`config.mk`:
```
export PLATFORM = sky130hd
export DESIGN_NAME = lfs_access
export DESIGN_NICKNAME = d
export VERILOG_FILES = /design/src/lfs_pkg.sv /design/src/lfs_sig_rom.sv /design/src/lfs_access.sv
export SDC_FILE = /design/constraint.sdc
export NUM_CORES = 1
export LEC_CHECK = 0
export BUFFER_PORTS_ARGS = -buffer_cell sky130_fd_sc_hd__buf_2
export CORE_MARGIN = 5
export CORE_UTILIZATION = 30
export DETAILED_ROUTE_END_ITERATION = 8
export HOLD_SLACK_MARGIN = 0.03
export PLACE_DENSITY = 0.62
export SLEW_MARGIN = 15
export SYNTH_ARGS = -nofsm -noshare
export SYNTH_HDL_FRONTEND = slang
export SYNTH_SLANG_ARGS = --single-unit
```
`constraint.sdc`:
```
create_clock -name mclk -period 3.6 [get_ports mclk]
set_input_delay 0.36 -clock mclk [delete_from_list [all_inputs] [get_ports mclk]]
set_output_delay 0.36 -clock mclk [all_outputs]
set_load 0.01 [all_outputs]
```
`src/lfs_pkg.sv`:
```
// constants shared by the lock, fuse and signature access logic
// assumes a single 25 MHz core clock; nonvolatile cells live outside
//
// Summary of operation
// - lock data in low register, lock command, store within four cycles writes locks
// - data bits 5..2 map to boot locks, zero programs that lock bit
// - only the four boot lock bits can change; other lock bits stay
// - address pointer is ignored during a lock write
// - whole program flash stays readable while lock bits program
// - eeprom write in progress blocks every flash programming operation
// - eeprom write in progress also blocks reading fuses and lock bits
// - pointer 0x0001, lock select and arm, load within three cycles reads locks
// - lock select and arm clear on read or four cycle store timeout
// - with selects cleared a load is an ordinary program memory read
// - armed lock/fuse read at pointer 0x0000 returns fuse low byte
// - armed lock/fuse read at pointer 0x0003 returns fuse high byte
// - armed lock/fuse read at pointer 0x0002 returns extended fuse byte
// - programmed bits read as zero, unprogrammed bits read as one
// - signature select and arm, load within three cycles returns signature byte
// - signature select and arm clear on read or three cycle load timeout
// - signature row holds ids, rc calibration, sensor offset, gain, lot bytes
// - 0x3c..0x3f hold ambient and hot reference voltage words in millivolts
// - each flash write lasts between 3.7 ms and 4.5 ms
// - a write in progress finishes even when core reset occurs
// - arm clears when the write ends or on four cycle timeout; stays set while writing
// - undefined command patterns in the low control bits have no effect

package lfs_pkg;

  // -------------------------------------------------------------------
  // control register layout
  // -------------------------------------------------------------------
  localparam int ARM_BIT = 0;
  localparam int LOCK_SEL_BIT = 3;
  localparam int SIG_SEL_BIT = 5;
  localparam logic [6:0] CMD_LOCK_ARM = 7'h09;
  localparam logic [6:0] CMD_SIG_ARM = 7'h21;

  // -------------------------------------------------------------------
  // timed windows
  // -------------------------------------------------------------------
  localparam logic [2:0] WIN_LOAD = 3'h4;
  localparam logic [2:0] WIN_LOAD_MIN = 3'h2;

  // -------------------------------------------------------------------
  // lock and fuse pointer values, lock byte field
  // -------------------------------------------------------------------
  localparam logic [15:0] PTR_FUSE_LOW = 16'h0000;
  localparam logic [15:0] PTR_LOCK = 16'h0001;
  localparam logic [15:0] PTR_FUSE_EXT = 16'h0002;
  localparam logic [15:0] PTR_FUSE_HIGH = 16'h0003;
  localparam int BOOT_LOCK_LSB = 2;
  localparam int BOOT_LOCK_MSB = 5;
  localparam logic [7:0] BYTE_ERASED = 8'hff;
  localparam logic [7:0] RESET_BYTE = 8'h00;

  // -------------------------------------------------------------------
  // signature row addresses
  // -------------------------------------------------------------------
  localparam logic [5:0] SIG_ID0 = 6'h00;
  localparam logic [5:0] SIG_RC_CAL = 6'h01;
  localparam logic [5:0] SIG_ID1 = 6'h02;
  localparam logic [5:0] SIG_ID2 = 6'h04;
  localparam logic [5:0] SIG_TS_OFFSET = 6'h05;
  localparam logic [5:0] SIG_TS_GAIN = 6'h07;
  localparam logic [5:0] SIG_LOT_FIRST = 6'h0e;
  localparam logic [5:0] SIG_LOT_LAST = 6'h13;
  localparam logic [5:0] SIG_VREF_AMB_LO = 6'h3c;
  localparam logic [5:0] SIG_VREF_AMB_HI = 6'h3d;
  localparam logic [5:0] SIG_VREF_HOT_LO = 6'h3e;
  localparam logic [5:0] SIG_VREF_HOT_HI = 6'h3f;

  // -------------------------------------------------------------------
  // flash write time, in tenths of a millisecond, and clock rate
  // -------------------------------------------------------------------
  localparam int CLK_KHZ = 25000;
  localparam int WRITE_MIN_MS_X10 = 37;
  localparam int WRITE_MAX_MS_X10 = 45;
  localparam int WRITE_MIN_CYC = (WRITE_MIN_MS_X10 * CLK_KHZ + 9) / 10;
  localparam int WRITE_MAX_CYC = (WRITE_MAX_MS_X10 * CLK_KHZ) / 10;
  localparam logic [16:0] WRITE_CYC_DEF = 17'(WRITE_MIN_CYC);

  // -------------------------------------------------------------------
  // sequencer states
  // -------------------------------------------------------------------
  typedef enum logic [3:0] {
    ST_IDLE = 4'b0001,
    ST_LOCK_ARM = 4'b0010,
    ST_SIG_ARM = 4'b0100,
    ST_WRITING = 4'b1000
  } lfs_state_t;

  // load source of a pending read
  typedef enum logic [1:0] {
    SRC_FLASH = 2'b00,
    SRC_FUSE = 2'b01,
    SRC_SIG = 2'b10
  } lfs_src_t;

endpackage : lfs_pkg

```
`src/lfs_sig_rom.sv`:
```
// signature row store, 64 bytes, registered read
// assumes address is stable in the cycle it is sampled
`timescale 1ns/1ns

module lfs_sig_rom #(
  parameter logic [7:0] ID0 = 8'h5a, // arbitrary value
  parameter logic [7:0] ID1 = 8'h6b, // arbitrary value
  parameter logic [7:0] ID2 = 8'h7c, // arbitrary value
  parameter logic [7:0] RC_CAL = 8'h40,
  parameter logic [7:0] TS_OFFSET = 8'h00,
  parameter logic [7:0] TS_GAIN = 8'h80,
  parameter logic [47:0] LOT_NUMBER = 48'h303030303030,
  parameter logic [15:0] VREF_AMB = 16'h0a00,
  parameter logic [15:0] VREF_HOT = 16'h0a00
) (
  // clock and reset
  input wire logic mclk,
  input wire logic rst_n,
  // read port
  input wire logic [5:0] rdAddr,
  output logic [7:0] rdData
);
  import lfs_pkg::*;

  logic [7:0] rdData_reg;
  logic [7:0] rdData_next;
  logic [5:0] lotIdx;

  // row contents decoded from the address
  always_comb
  begin
    lotIdx = rdAddr - SIG_LOT_FIRST;
    rdData_next = BYTE_ERASED;
    case (rdAddr)
      SIG_ID0: rdData_next = ID0;
      SIG_ID1: rdData_next = ID1;
      SIG_ID2: rdData_next = ID2;
      SIG_RC_CAL: rdData_next = RC_CAL;
      SIG_TS_OFFSET: rdData_next = TS_OFFSET;
      SIG_TS_GAIN: rdData_next = TS_GAIN;
      SIG_VREF_AMB_LO: rdData_next = VREF_AMB[7:0];
      SIG_VREF_AMB_HI: rdData_next = VREF_AMB[15:8];
      SIG_VREF_HOT_LO: rdData_next = VREF_HOT[7:0];
      SIG_VREF_HOT_HI: rdData_next = VREF_HOT[15:8];
      default:
      begin
        if (rdAddr >= SIG_LOT_FIRST && rdAddr <= SIG_LOT_LAST)
        begin
          rdData_next = LOT_NUMBER[8 * lotIdx[2:0] +: 8];
        end
      end
    endcase
  end

  // output register
  always_ff @(posedge mclk)
  begin
    if (!rst_n)
    begin
      rdData_reg <= RESET_BYTE;
    end
    else
    begin
      rdData_reg <= rdData_next;
    end
  end

  assign rdData = rdData_reg;

endmodule : lfs_sig_rom

```
`src/lfs_access.sv`:
```
// lock bit write, lock and fuse readback, signature row readback
// assumes core strobes are one-cycle pulses synchronous to mclk and that
// the lock and fuse cells, and the program flash data, sit outside
`timescale 1ns/1ns

module lfs_access #(
  parameter logic [16:0] WRITE_CYCLES = lfs_pkg::WRITE_CYC_DEF
) (
  // clock and resets
  input wire logic mclk,
  input wire logic rst_n,
  input wire logic rstPor_n,
  // control register access from the core
  input wire logic ctrlWrite,
  input wire logic [7:0] ctrlWriteData,
  output logic [7:0] selfProgramControl,
  // core program memory operations
  input wire logic storeProgram,
  input wire logic loadProgram,
  input wire logic [15:0] addrPointer,
  input wire logic [7:0] lowDataRegister,
  output logic [7:0] loadData,
  output logic loadValid,
  // ordinary program flash read data for the current pointer
  input wire logic [7:0] progReadData,
  // eeprom status
  input wire logic eepromWriteBusy,
  // nonvolatile lock and fuse cells
  input wire logic [7:0] lockBits,
  input wire logic [7:0] fuseLowByte,
  input wire logic [7:0] fuseHighByte,
  input wire logic [7:0] fuseExtendedByte,
  output logic lockWriteStrobe,
  output logic [7:0] lockWriteData,
  output logic flashWriteBusy
);
  import lfs_pkg::*;

  // -------------------------------------------------------------------
  // helpers
  // -------------------------------------------------------------------

  // true when the low seven control bits match a command exactly
  function automatic logic isCmd(input logic [7:0] value, input logic [6:0] cmd);
    isCmd = (value[6:0] == cmd);
  endfunction : isCmd

  // -------------------------------------------------------------------
  // declarations
  // -------------------------------------------------------------------
  lfs_state_t state_reg;
  lfs_state_t state_next;
  logic [2:0] win_reg;
  logic [2:0] win_next;
  logic [16:0] writeCnt_reg;
  logic [16:0] writeCnt_next;
  logic lockStb_reg;
  logic lockStb_next;
  logic [7:0] lockData_reg;
  logic [7:0] lockData_next;
  logic pendValid_reg;
  logic pendValid_next;
  lfs_src_t pendSrc_reg;
  lfs_src_t pendSrc_next;
  logic [7:0] pendData_reg;
  logic [7:0] pendData_next;
  logic [7:0] loadData_reg;
  logic [7:0] loadData_next;
  logic loadValid_reg;
  logic loadValid_next;
  logic writeActive;
  logic ctrlBlocked;
  logic armLock;
  logic armSig;
  logic startWrite;
  logic loadInWindow;
  logic sigInRange;
  logic [7:0] fuseSel;
  logic [7:0] sigData;

  // -------------------------------------------------------------------
  // signature row store
  // -------------------------------------------------------------------
  lfs_sig_rom u_sig_rom (
    .mclk(mclk),
    .rst_n(rst_n),
    .rdAddr(addrPointer[5:0]),
    .rdData(sigData)
  );

  // -------------------------------------------------------------------
  // command decode
  // -------------------------------------------------------------------

  // eeprom or flash activity refuses new control writes
  assign writeActive = (writeCnt_reg != 17'h00000);
  assign ctrlBlocked = eepromWriteBusy || writeActive;
  // only two patterns arm this logic; anything else is dropped
  assign armLock = ctrlWrite && !ctrlBlocked && isCmd(ctrlWriteData, CMD_LOCK_ARM);
  assign armSig = ctrlWrite && !ctrlBlocked && isCmd(ctrlWriteData, CMD_SIG_ARM);
  // loads count in the first three cycles after the arm, stores in four
  assign loadInWindow = (win_reg >= WIN_LOAD_MIN);
  assign startWrite = (state_reg == ST_LOCK_ARM) && storeProgram
                      && (win_reg != 3'h0) && !eepromWriteBusy;
  assign sigInRange = (addrPointer[15:6] == 10'h000);

  // lock and fuse readback selected by pointer, stored polarity kept
  always_comb
  begin
    case (addrPointer)
      PTR_FUSE_LOW: fuseSel = fuseLowByte;
      PTR_LOCK: fuseSel = lockBits;
      PTR_FUSE_EXT: fuseSel = fuseExtendedByte;
      PTR_FUSE_HIGH: fuseSel = fuseHighByte;
      default: fuseSel = BYTE_ERASED;
    endcase
  end

  // -------------------------------------------------------------------
  // sequencer and window counter
  // -------------------------------------------------------------------

  // next state, window count and lock write request
  always_comb
  begin
    state_next = state_reg;
    win_next = (win_reg == 3'h0) ? 3'h0 : win_reg - 3'h1;
    lockStb_next = 1'b0;
    lockData_next = lockData_reg;
    case (state_reg)
      ST_IDLE:
      begin
        if (armLock)
        begin
          state_next = ST_LOCK_ARM;
          win_next = WIN_LOAD;
        end
        else if (armSig)
        begin
          state_next = ST_SIG_ARM;
          win_next = WIN_LOAD;
        end
      end
      ST_LOCK_ARM:
      begin
        if (startWrite)
        begin
          // pointer is not looked at; zeros in 5..2 program, others kept
          lockStb_next = 1'b1;
          lockData_next = lockBits;
          lockData_next[BOOT_LOCK_MSB:BOOT_LOCK_LSB] =
            lockBits[BOOT_LOCK_MSB:BOOT_LOCK_LSB]
            & lowDataRegister[BOOT_LOCK_MSB:BOOT_LOCK_LSB];
          state_next = ST_WRITING;
          win_next = 3'h0;
        end
        else if (loadProgram && loadInWindow)
        begin
          state_next = ST_IDLE;
          win_next = 3'h0;
        end
        else if (armLock || armSig)
        begin
          state_next = armLock ? ST_LOCK_ARM : ST_SIG_ARM;
          win_next = WIN_LOAD;
        end
        else if (win_next == 3'h0)
        begin
          state_next = ST_IDLE;
        end
      end
      ST_SIG_ARM:
      begin
        if (loadProgram && loadInWindow)
        begin
          state_next = ST_IDLE;
          win_next = 3'h0;
        end
        else if (armLock || armSig)
        begin
          state_next = armLock ? ST_LOCK_ARM : ST_SIG_ARM;
          win_next = WIN_LOAD;
        end
        else if (win_next < WIN_LOAD_MIN)
        begin
          state_next = ST_IDLE;
          win_next = 3'h0;
        end
      end
      ST_WRITING:
      begin
        // arm stays visible until the timer runs out
        if (writeCnt_reg == 17'h00001)
        begin
          state_next = ST_IDLE;
        end
      end
      default:
      begin
        state_next = ST_IDLE;
        win_next = 3'h0;
      end
    endcase
  end

  // sequencer registers
  always_ff @(posedge mclk)
  begin
    if (!rst_n)
    begin
      state_reg <= ST_IDLE;
      win_reg <= 3'h0;
      lockStb_reg <= 1'b0;
      lockData_reg <= BYTE_ERASED;
    end
    else
    begin
      state_reg <= state_next;
      win_reg <= win_next;
      lockStb_reg <= lockStb_next;
      lockData_reg <= lockData_next;
    end
  end

  // -------------------------------------------------------------------
  // flash write timer
  // -------------------------------------------------------------------

  // fixed duration inside the allowed band, counted on mclk
  always_comb
  begin
    if (startWrite)
    begin
      writeCnt_next = WRITE_CYCLES;
    end
    else if (writeActive)
    begin
      writeCnt_next = writeCnt_reg - 17'h00001;
    end
    else
    begin
      writeCnt_next = writeCnt_reg;
    end
  end

  // only power-on reset clears the timer, core reset lets it finish
  always_ff @(posedge mclk)
  begin
    if (!rstPor_n)
    begin
      writeCnt_reg <= 17'h00000;
    end
    else
    begin
      writeCnt_reg <= writeCnt_next;
    end
  end

  // -------------------------------------------------------------------
  // load path
  // -------------------------------------------------------------------

  // choose what a load returns and stage it one cycle
  always_comb
  begin
    pendValid_next = loadProgram;
    pendSrc_next = SRC_FLASH;
    pendData_next = progReadData;
    if (loadProgram && loadInWindow && !eepromWriteBusy)
    begin
      if (state_reg == ST_LOCK_ARM)
      begin
        pendSrc_next = SRC_FUSE;
        pendData_next = fuseSel;
      end
      else if (state_reg == ST_SIG_ARM)
      begin
        pendSrc_next = sigInRange ? SRC_SIG : SRC_FUSE;
        pendData_next = BYTE_ERASED;
      end
    end
    // a refused or late load falls back to ordinary flash data
    if (eepromWriteBusy && state_reg != ST_IDLE)
    begin
      pendSrc_next = SRC_FLASH;
    end
    loadValid_next = pendValid_reg;
    loadData_next = (pendSrc_reg == SRC_SIG) ? sigData : pendData_reg;
  end

  // load registers
  always_ff @(posedge mclk)
  begin
    if (!rst_n)
    begin
      pendValid_reg <= 1'b0;
      pendSrc_reg <= SRC_FLASH;
      pendData_reg <= RESET_BYTE;
      loadValid_reg <= 1'b0;
      loadData_reg <= RESET_BYTE;
    end
    else
    begin
      pendValid_reg <= pendValid_next;
      pendSrc_reg <= pendSrc_next;
      pendData_reg <= pendData_next;
      loadValid_reg <= loadValid_next;
      loadData_reg <= loadData_next;
    end
  end

  // -------------------------------------------------------------------
  // outputs
  // -------------------------------------------------------------------

  // control register readback: selects while armed, arm doubles as busy
  always_comb
  begin
    selfProgramControl = 8'h00;
    selfProgramControl[ARM_BIT] = (state_reg != ST_IDLE) || writeActive;
    selfProgramControl[LOCK_SEL_BIT] = (state_reg == ST_LOCK_ARM);
    selfProgramControl[SIG_SEL_BIT] = (state_reg == ST_SIG_ARM);
  end

  assign loadData = loadData_reg;
  assign loadValid = loadValid_reg;
  assign lockWriteStrobe = lockStb_reg;
  assign lockWriteData = lockData_reg;
  assign flashWriteBusy = writeActive;

endmodule : lfs_access

```
Yosys cells after proc, flatten, opt, wreduce, memory -nomap -nowiden. Cells that the tools add are included.

Bits in registers: 61. Bits of input ports: 79. Output and inout port bits: 27. Word-level logic and storage cells: 117.

Add/subtract/negate cells: 3. $lt $le $gt $ge: 4. Equal/unequal tests: 25. Shift-type cells: 1. Multiplexer cells: 35. Bitwise gates (word level): 5. Reductions and logical operators: 31.

Operator list (count): one-hot mux 8 bit (7 select lines) (1); indexed part select 48 x 7 -> 8 bit (first input constant) (1); two-way mux 4 bit (10); two-way mux 8 bit (5); two-way mux 17 bit (2); == test 16 x 2 -> 1 bit (second input constant) (2); one-hot mux 8 bit (4 select lines) (1); two-way mux 3 bit (10); == test 6 bit (second input constant) (4); == test 6 x 3 -> 1 bit (second input constant) (3); == test 17 x 1 -> 1 bit (second input constant) (1); nonzero test 17 bit (1); subtractor 17 x 1 -> 17 bit (second input constant) (1); == test 16 x 1 -> 1 bit (second input constant) (1); logical NOT 16 bit (1); one-hot mux 4 bit (4 select lines) (1); one-hot mux 3 bit (4 select lines) (1); logical AND 1 bit (10); logical NOT 10 bit (1); != test 4 x 1 -> 1 bit (second input constant) (2); == test 7 x 4 -> 1 bit (second input constant) (1); == test 7 x 6 -> 1 bit (second input constant) (1); == test 6 x 1 -> 1 bit (second input constant) (1); == test 6 x 2 -> 1 bit (second input constant) (1); other kinds (29) (41).

Depth between registers and ports, before layout.
Word-level depth: 10. Mapped depth: 10. Depth with buffers taken out: 8.

Modules after synthesis. A second synthesis with hierarchy kept.

Cells, all modules: 381. Area, all modules: 3204.3 um^2.

By module, submodules not included: lfs_access (times used 1, cells an instance 336, area each 2783.9 um^2); lfs_sig_rom (times used 1, cells an instance 45, area each 420.4 um^2).

Worst setup path after synthesis. Ideal clock, no wire load.

Kind: reg2reg. Start: register writeCnt_reg[0]. End: register state_reg[2]. Library setup time: 129 ps. Arrival: 1723 ps. Slack: 1748 ps. Stages on the path, launching flop included: 10. Path buffers: 1. Path through: dfxtp_1 -> inv_1 -> ha_1 -> nor4b_1 -> and4_1 -> buf_6 -> inv_2 -> o41a_1 -> a31oi_1 -> o41ai_2.

Longest elaborated chain between the ends: 10. Elaborated cells between the ends (all ways): 21. Classes of those cells: eq/ne (5); mux (8); reduce/logical (8).

RTL lines: start: declaration (line lfs_access.sv:55) `logic [16:0] writeCnt_reg;`; start signal: assignment (line lfs_access.sv:255) `writeCnt_reg <= writeCnt_next;`; nonzero test 17 bit (line lfs_access.sv:96) `assign writeActive = (writeCnt_reg != 17'h00000);`; logical OR 1 bit (line lfs_access.sv:97) `assign ctrlBlocked = eepromWriteBusy || writeActive;`; logical NOT 1 bit (line lfs_access.sv:99, lfs_access.sv:100); logical AND 1 bit (line lfs_access.sv:99, lfs_access.sv:100); logical AND 1 bit, on equally long branches (line lfs_access.sv:99, lfs_access.sv:100); two-way mux 3 bit / logical OR 1 bit (equally long branches); two-way mux 4 bit (line lfs_access.sv:162) `else if (armLock || armSig)`; two-way mux 4 bit (line lfs_access.sv:157) `else if (loadProgram && loadInWindow)`; two-way mux 4 bit (line lfs_access.sv:146) `if (startWrite)`; one-hot mux 4 bit (4 select lines) (line lfs_access.sv:130) `case (state_reg)`; end signal: assignment (line lfs_access.sv:218) `state_reg <= state_next;`; end: declaration (line lfs_access.sv:51) `lfs_state_t state_reg;`.

Several ways; a longest one is shown, not always the timed one. A chain may end at the register's enable or synchronous reset.

Worst setup path in the final report.
Start: register writeCnt_reg[0]. End: output port flashWriteBusy.

Longest elaborated chain between the ends: 1.

RTL lines: nonzero test 17 bit (line lfs_access.sv:96); end: declaration (line lfs_access.sv:35) `output logic flashWriteBusy`.

Every way passes these cells.

==> flow_summary.ini <==
[outcome]
status = completed

[sta]
finalHoldViolCount = 0
max_slew_margin_pct = 41.99
slew_violations = 0
finClkSkew_ps = 9.906
setup_violations = 0
finalCritPeriodShare_pct = 65.46
rsz0062_at_grt = no
tns_ps = 0
tightest_slew_ps = 868.4
period_needed_ps = 2357
clock.fmax_ghz = 0.4243
worst_slack_ps = 1243

[setup_path]
critPathBufInv = 3
r2r_slack_ps = 1290
worst-path-stages = 6
path_class = reg -> out
r2r_cells = 8
worstSetupStartpointType = flop
setup.worst_path.end_class = output port
cp_max_fo = 13
path_cells = inv_1, ha_1, nor4b_1, and4_1, inv_2, buf_2
crit_required_ps = 3240
r2r_end = state_reg[2]
cp.arrival_ps = 2000
slowest_delay_ps = 400
cp_top_family = simple AND/OR/NAND/NOR gates
crit_slowest_cell = and4_1
timing.rr.start = writeCnt_reg[0]

[global_routing]
grt_pass1_vias = 3056
antenna_found_initial = 0
grt_pass1_wl_mm = 14.84
grt_overflow = 0
grt_start_max_net_pins = 27
grt.total_usage_pct = 14.17

[synth]
ys_ff_latch = 61
synth_top_area_share_pct = 37.92
synth.distinct_cells = 61
syn-instance-count = 382
yosys.area.top_type = dfxtp_1
async_flop_share_pct = 0
synth_area_mm2 = 0.003221
synth_commonest_cells = dfxtp_1 (61), nor2_1 (44), nand2_1 (39), a21oi_1 (27), o21ai_0 (19)
yosysSeqAreaShare_pct = 37.92
ys_top_cells_by_area = dfxtp_1 (38%), nor2_1 (5.1%), nand2_1 (4.5%), a21oi_1 (4.2%), mux2i_1 (4.0%)
syn_area_per_cell_um2 = 8.431
synth_warnings = 0
synth-edff-count = 0
synth_flop_cell = dfxtp_1
yosysMostFrequentCell = dfxtp_1

[clocking]
path_clk_slew_ps = 80
cts_resized = 0
holdBufCountCts = 0
clockBufferDepth = 2
clockRootBuffer = clkbuf_8
clock_sinks = 61
htree_levels = 3
clock_latency_ps = 340
cts_tree = done
cts_buffers = 9
cts_setup_buffers = 0

[final_layout]
drive_gt1_share_pct = 27.73
finalNetCount = 553
post-route-cell-area_mm2 = 0.004024
final_cell_count_no_fill = 612
area_growth_pct = 24.94
largest_reg_flops = 17
insertedDiodeCount = 0
num-fill-cells = 1092

[floorplanning]
die_w_um = 113.6
num_rows = 37
ios = 106
coreArea_mm2 = 0.01042
die_h_um = 113.6
initial_utilization_pct = 30.92
die-area_mm2 = 0.01291

[place]
gp_congestion = 0.8096
dp_hpwl_mm = 6.927
dp_slack_ps = 1298
numPortBuffers = 95
place_area_mm2 = 0.003780
placedCellCount = 596

[flow_run]
drv_cap = 0

[route]
num_vias = 3082
drcViolationCount = 0
wl_per_cell_um = 14.75
drtPass1Iterations = 5
drtAntennaViolNets = 0
vias_per_cell = 5.036
drt_iter0_markers = 153
wl_mm = 9.029

[min_path]
hold_path.class = in -> reg
hp-start = lockBits[1]
min_path_cells = 3
hold_path_end = lockWriteData[1]

[power]
p_leak_nw = 1.711
p_per_area_mw_per_mm2 = 648.6
ir_drop_mv = 0.2308
power_mw = 2.610
power breakdown:
| part | leakage [nW] | total [mW] | internal [mW] | switching (mW) |
|---|---|---|---|---|
| Clock | 0.120 | 0.751 | 0.463 | 0.288 |
| Sequential | 0.502 | 0.921 | 0.783 | 0.138 |
| Combinational | 1.09 | 0.937 | 0.407 | 0.531 |
metal layers:
layer | vias to the layer above | global-route usage [%] | routed length [um]
met2 | 87 | 21.67 | 4141
met5 | - | 0 | 0
li1 | 1549 | - | -
met3 | 10 | 2.918 | 562
met4 | 0 | 6.410 | 170
met1 | 1436 | 19.16 | 4154
worst max path at each step:
stage / from / to / slack, ps
2_1_floorplan: writeCnt_reg[0] / state_reg[2] / 1750
3_3_place_gp: addrPointer[13] / pendData_reg[7] / 1300
3_5_place_dp: addrPointer[7] / pendData_reg[7] / 1300
4_1_cts: writeCnt_reg[0] / flashWriteBusy / 1220
5_1_grt: writeCnt_reg[0] / flashWriteBusy / 1090
6_report: writeCnt_reg[0] / flashWriteBusy / 1240
placed cells by master, fill, tap and decap left out, drive strengths merged, types with 4 or more instances in the layout:
master and count:
nor4b 6, o211ai 4, clkbuf 9, o21ai 20
nand2b 4, a211oi 9, a22oi 8, or3 4
buf 98, inv 12, xor2 12, nor4 11
nor2 44, nand4 8, and4 4, nand3 14
mux2i 13, nor3 11, dfxtp 61, nand2 40
a21boi 10, a21oi 27, conb 5
through the flow:
step                hold WS, ps  utilization (%)
finish                    259.6            38.63
floorplan                 411.9                -
detailed placement        419.3            36.29
CTS                       243.7            38.63
global placement          419.7            36.29
global route              250.4            38.63
layout make-up:
cell class | instances | area, um^2 | area share (%)
clock inverters | 7 | 120.1 | 2.985
repair buffers | 98 | 498.0 | 12.38
flip-flops and latches | 61 | 1221 | 30.35
multi-input cells | 290 | 1844 | 45.83
inverters | 11 | 46.29 | 1.150
clock buffers | 9 | 123.9 | 3.078
well taps | 136 | 170.2 | 4.229
worst reg2reg max path: cells and delay by family, from the launching register on:
family,cells,cell delay [ps]
and+or+nand+nor,2,620
DFF,1,330
AOI/OAI and AO/OA,3,710
adders and majority gates,1,220
buffers and inverters,2,320
cells by family after synthesis:
group	after synthesis	synth area share (%)
adder cells (fa/ha/maj)	3	1.166
AO/OA/AOI/OAI	94	19.70
flip-flops	61	37.92
buffers and inverters	35	5.283
XOR/XNOR	13	3.535
AND/OR/NAND/NOR	162	28.24
multiplexers	13	4.040
other	1	0.1164
Power figures use the tool's default switching activity.
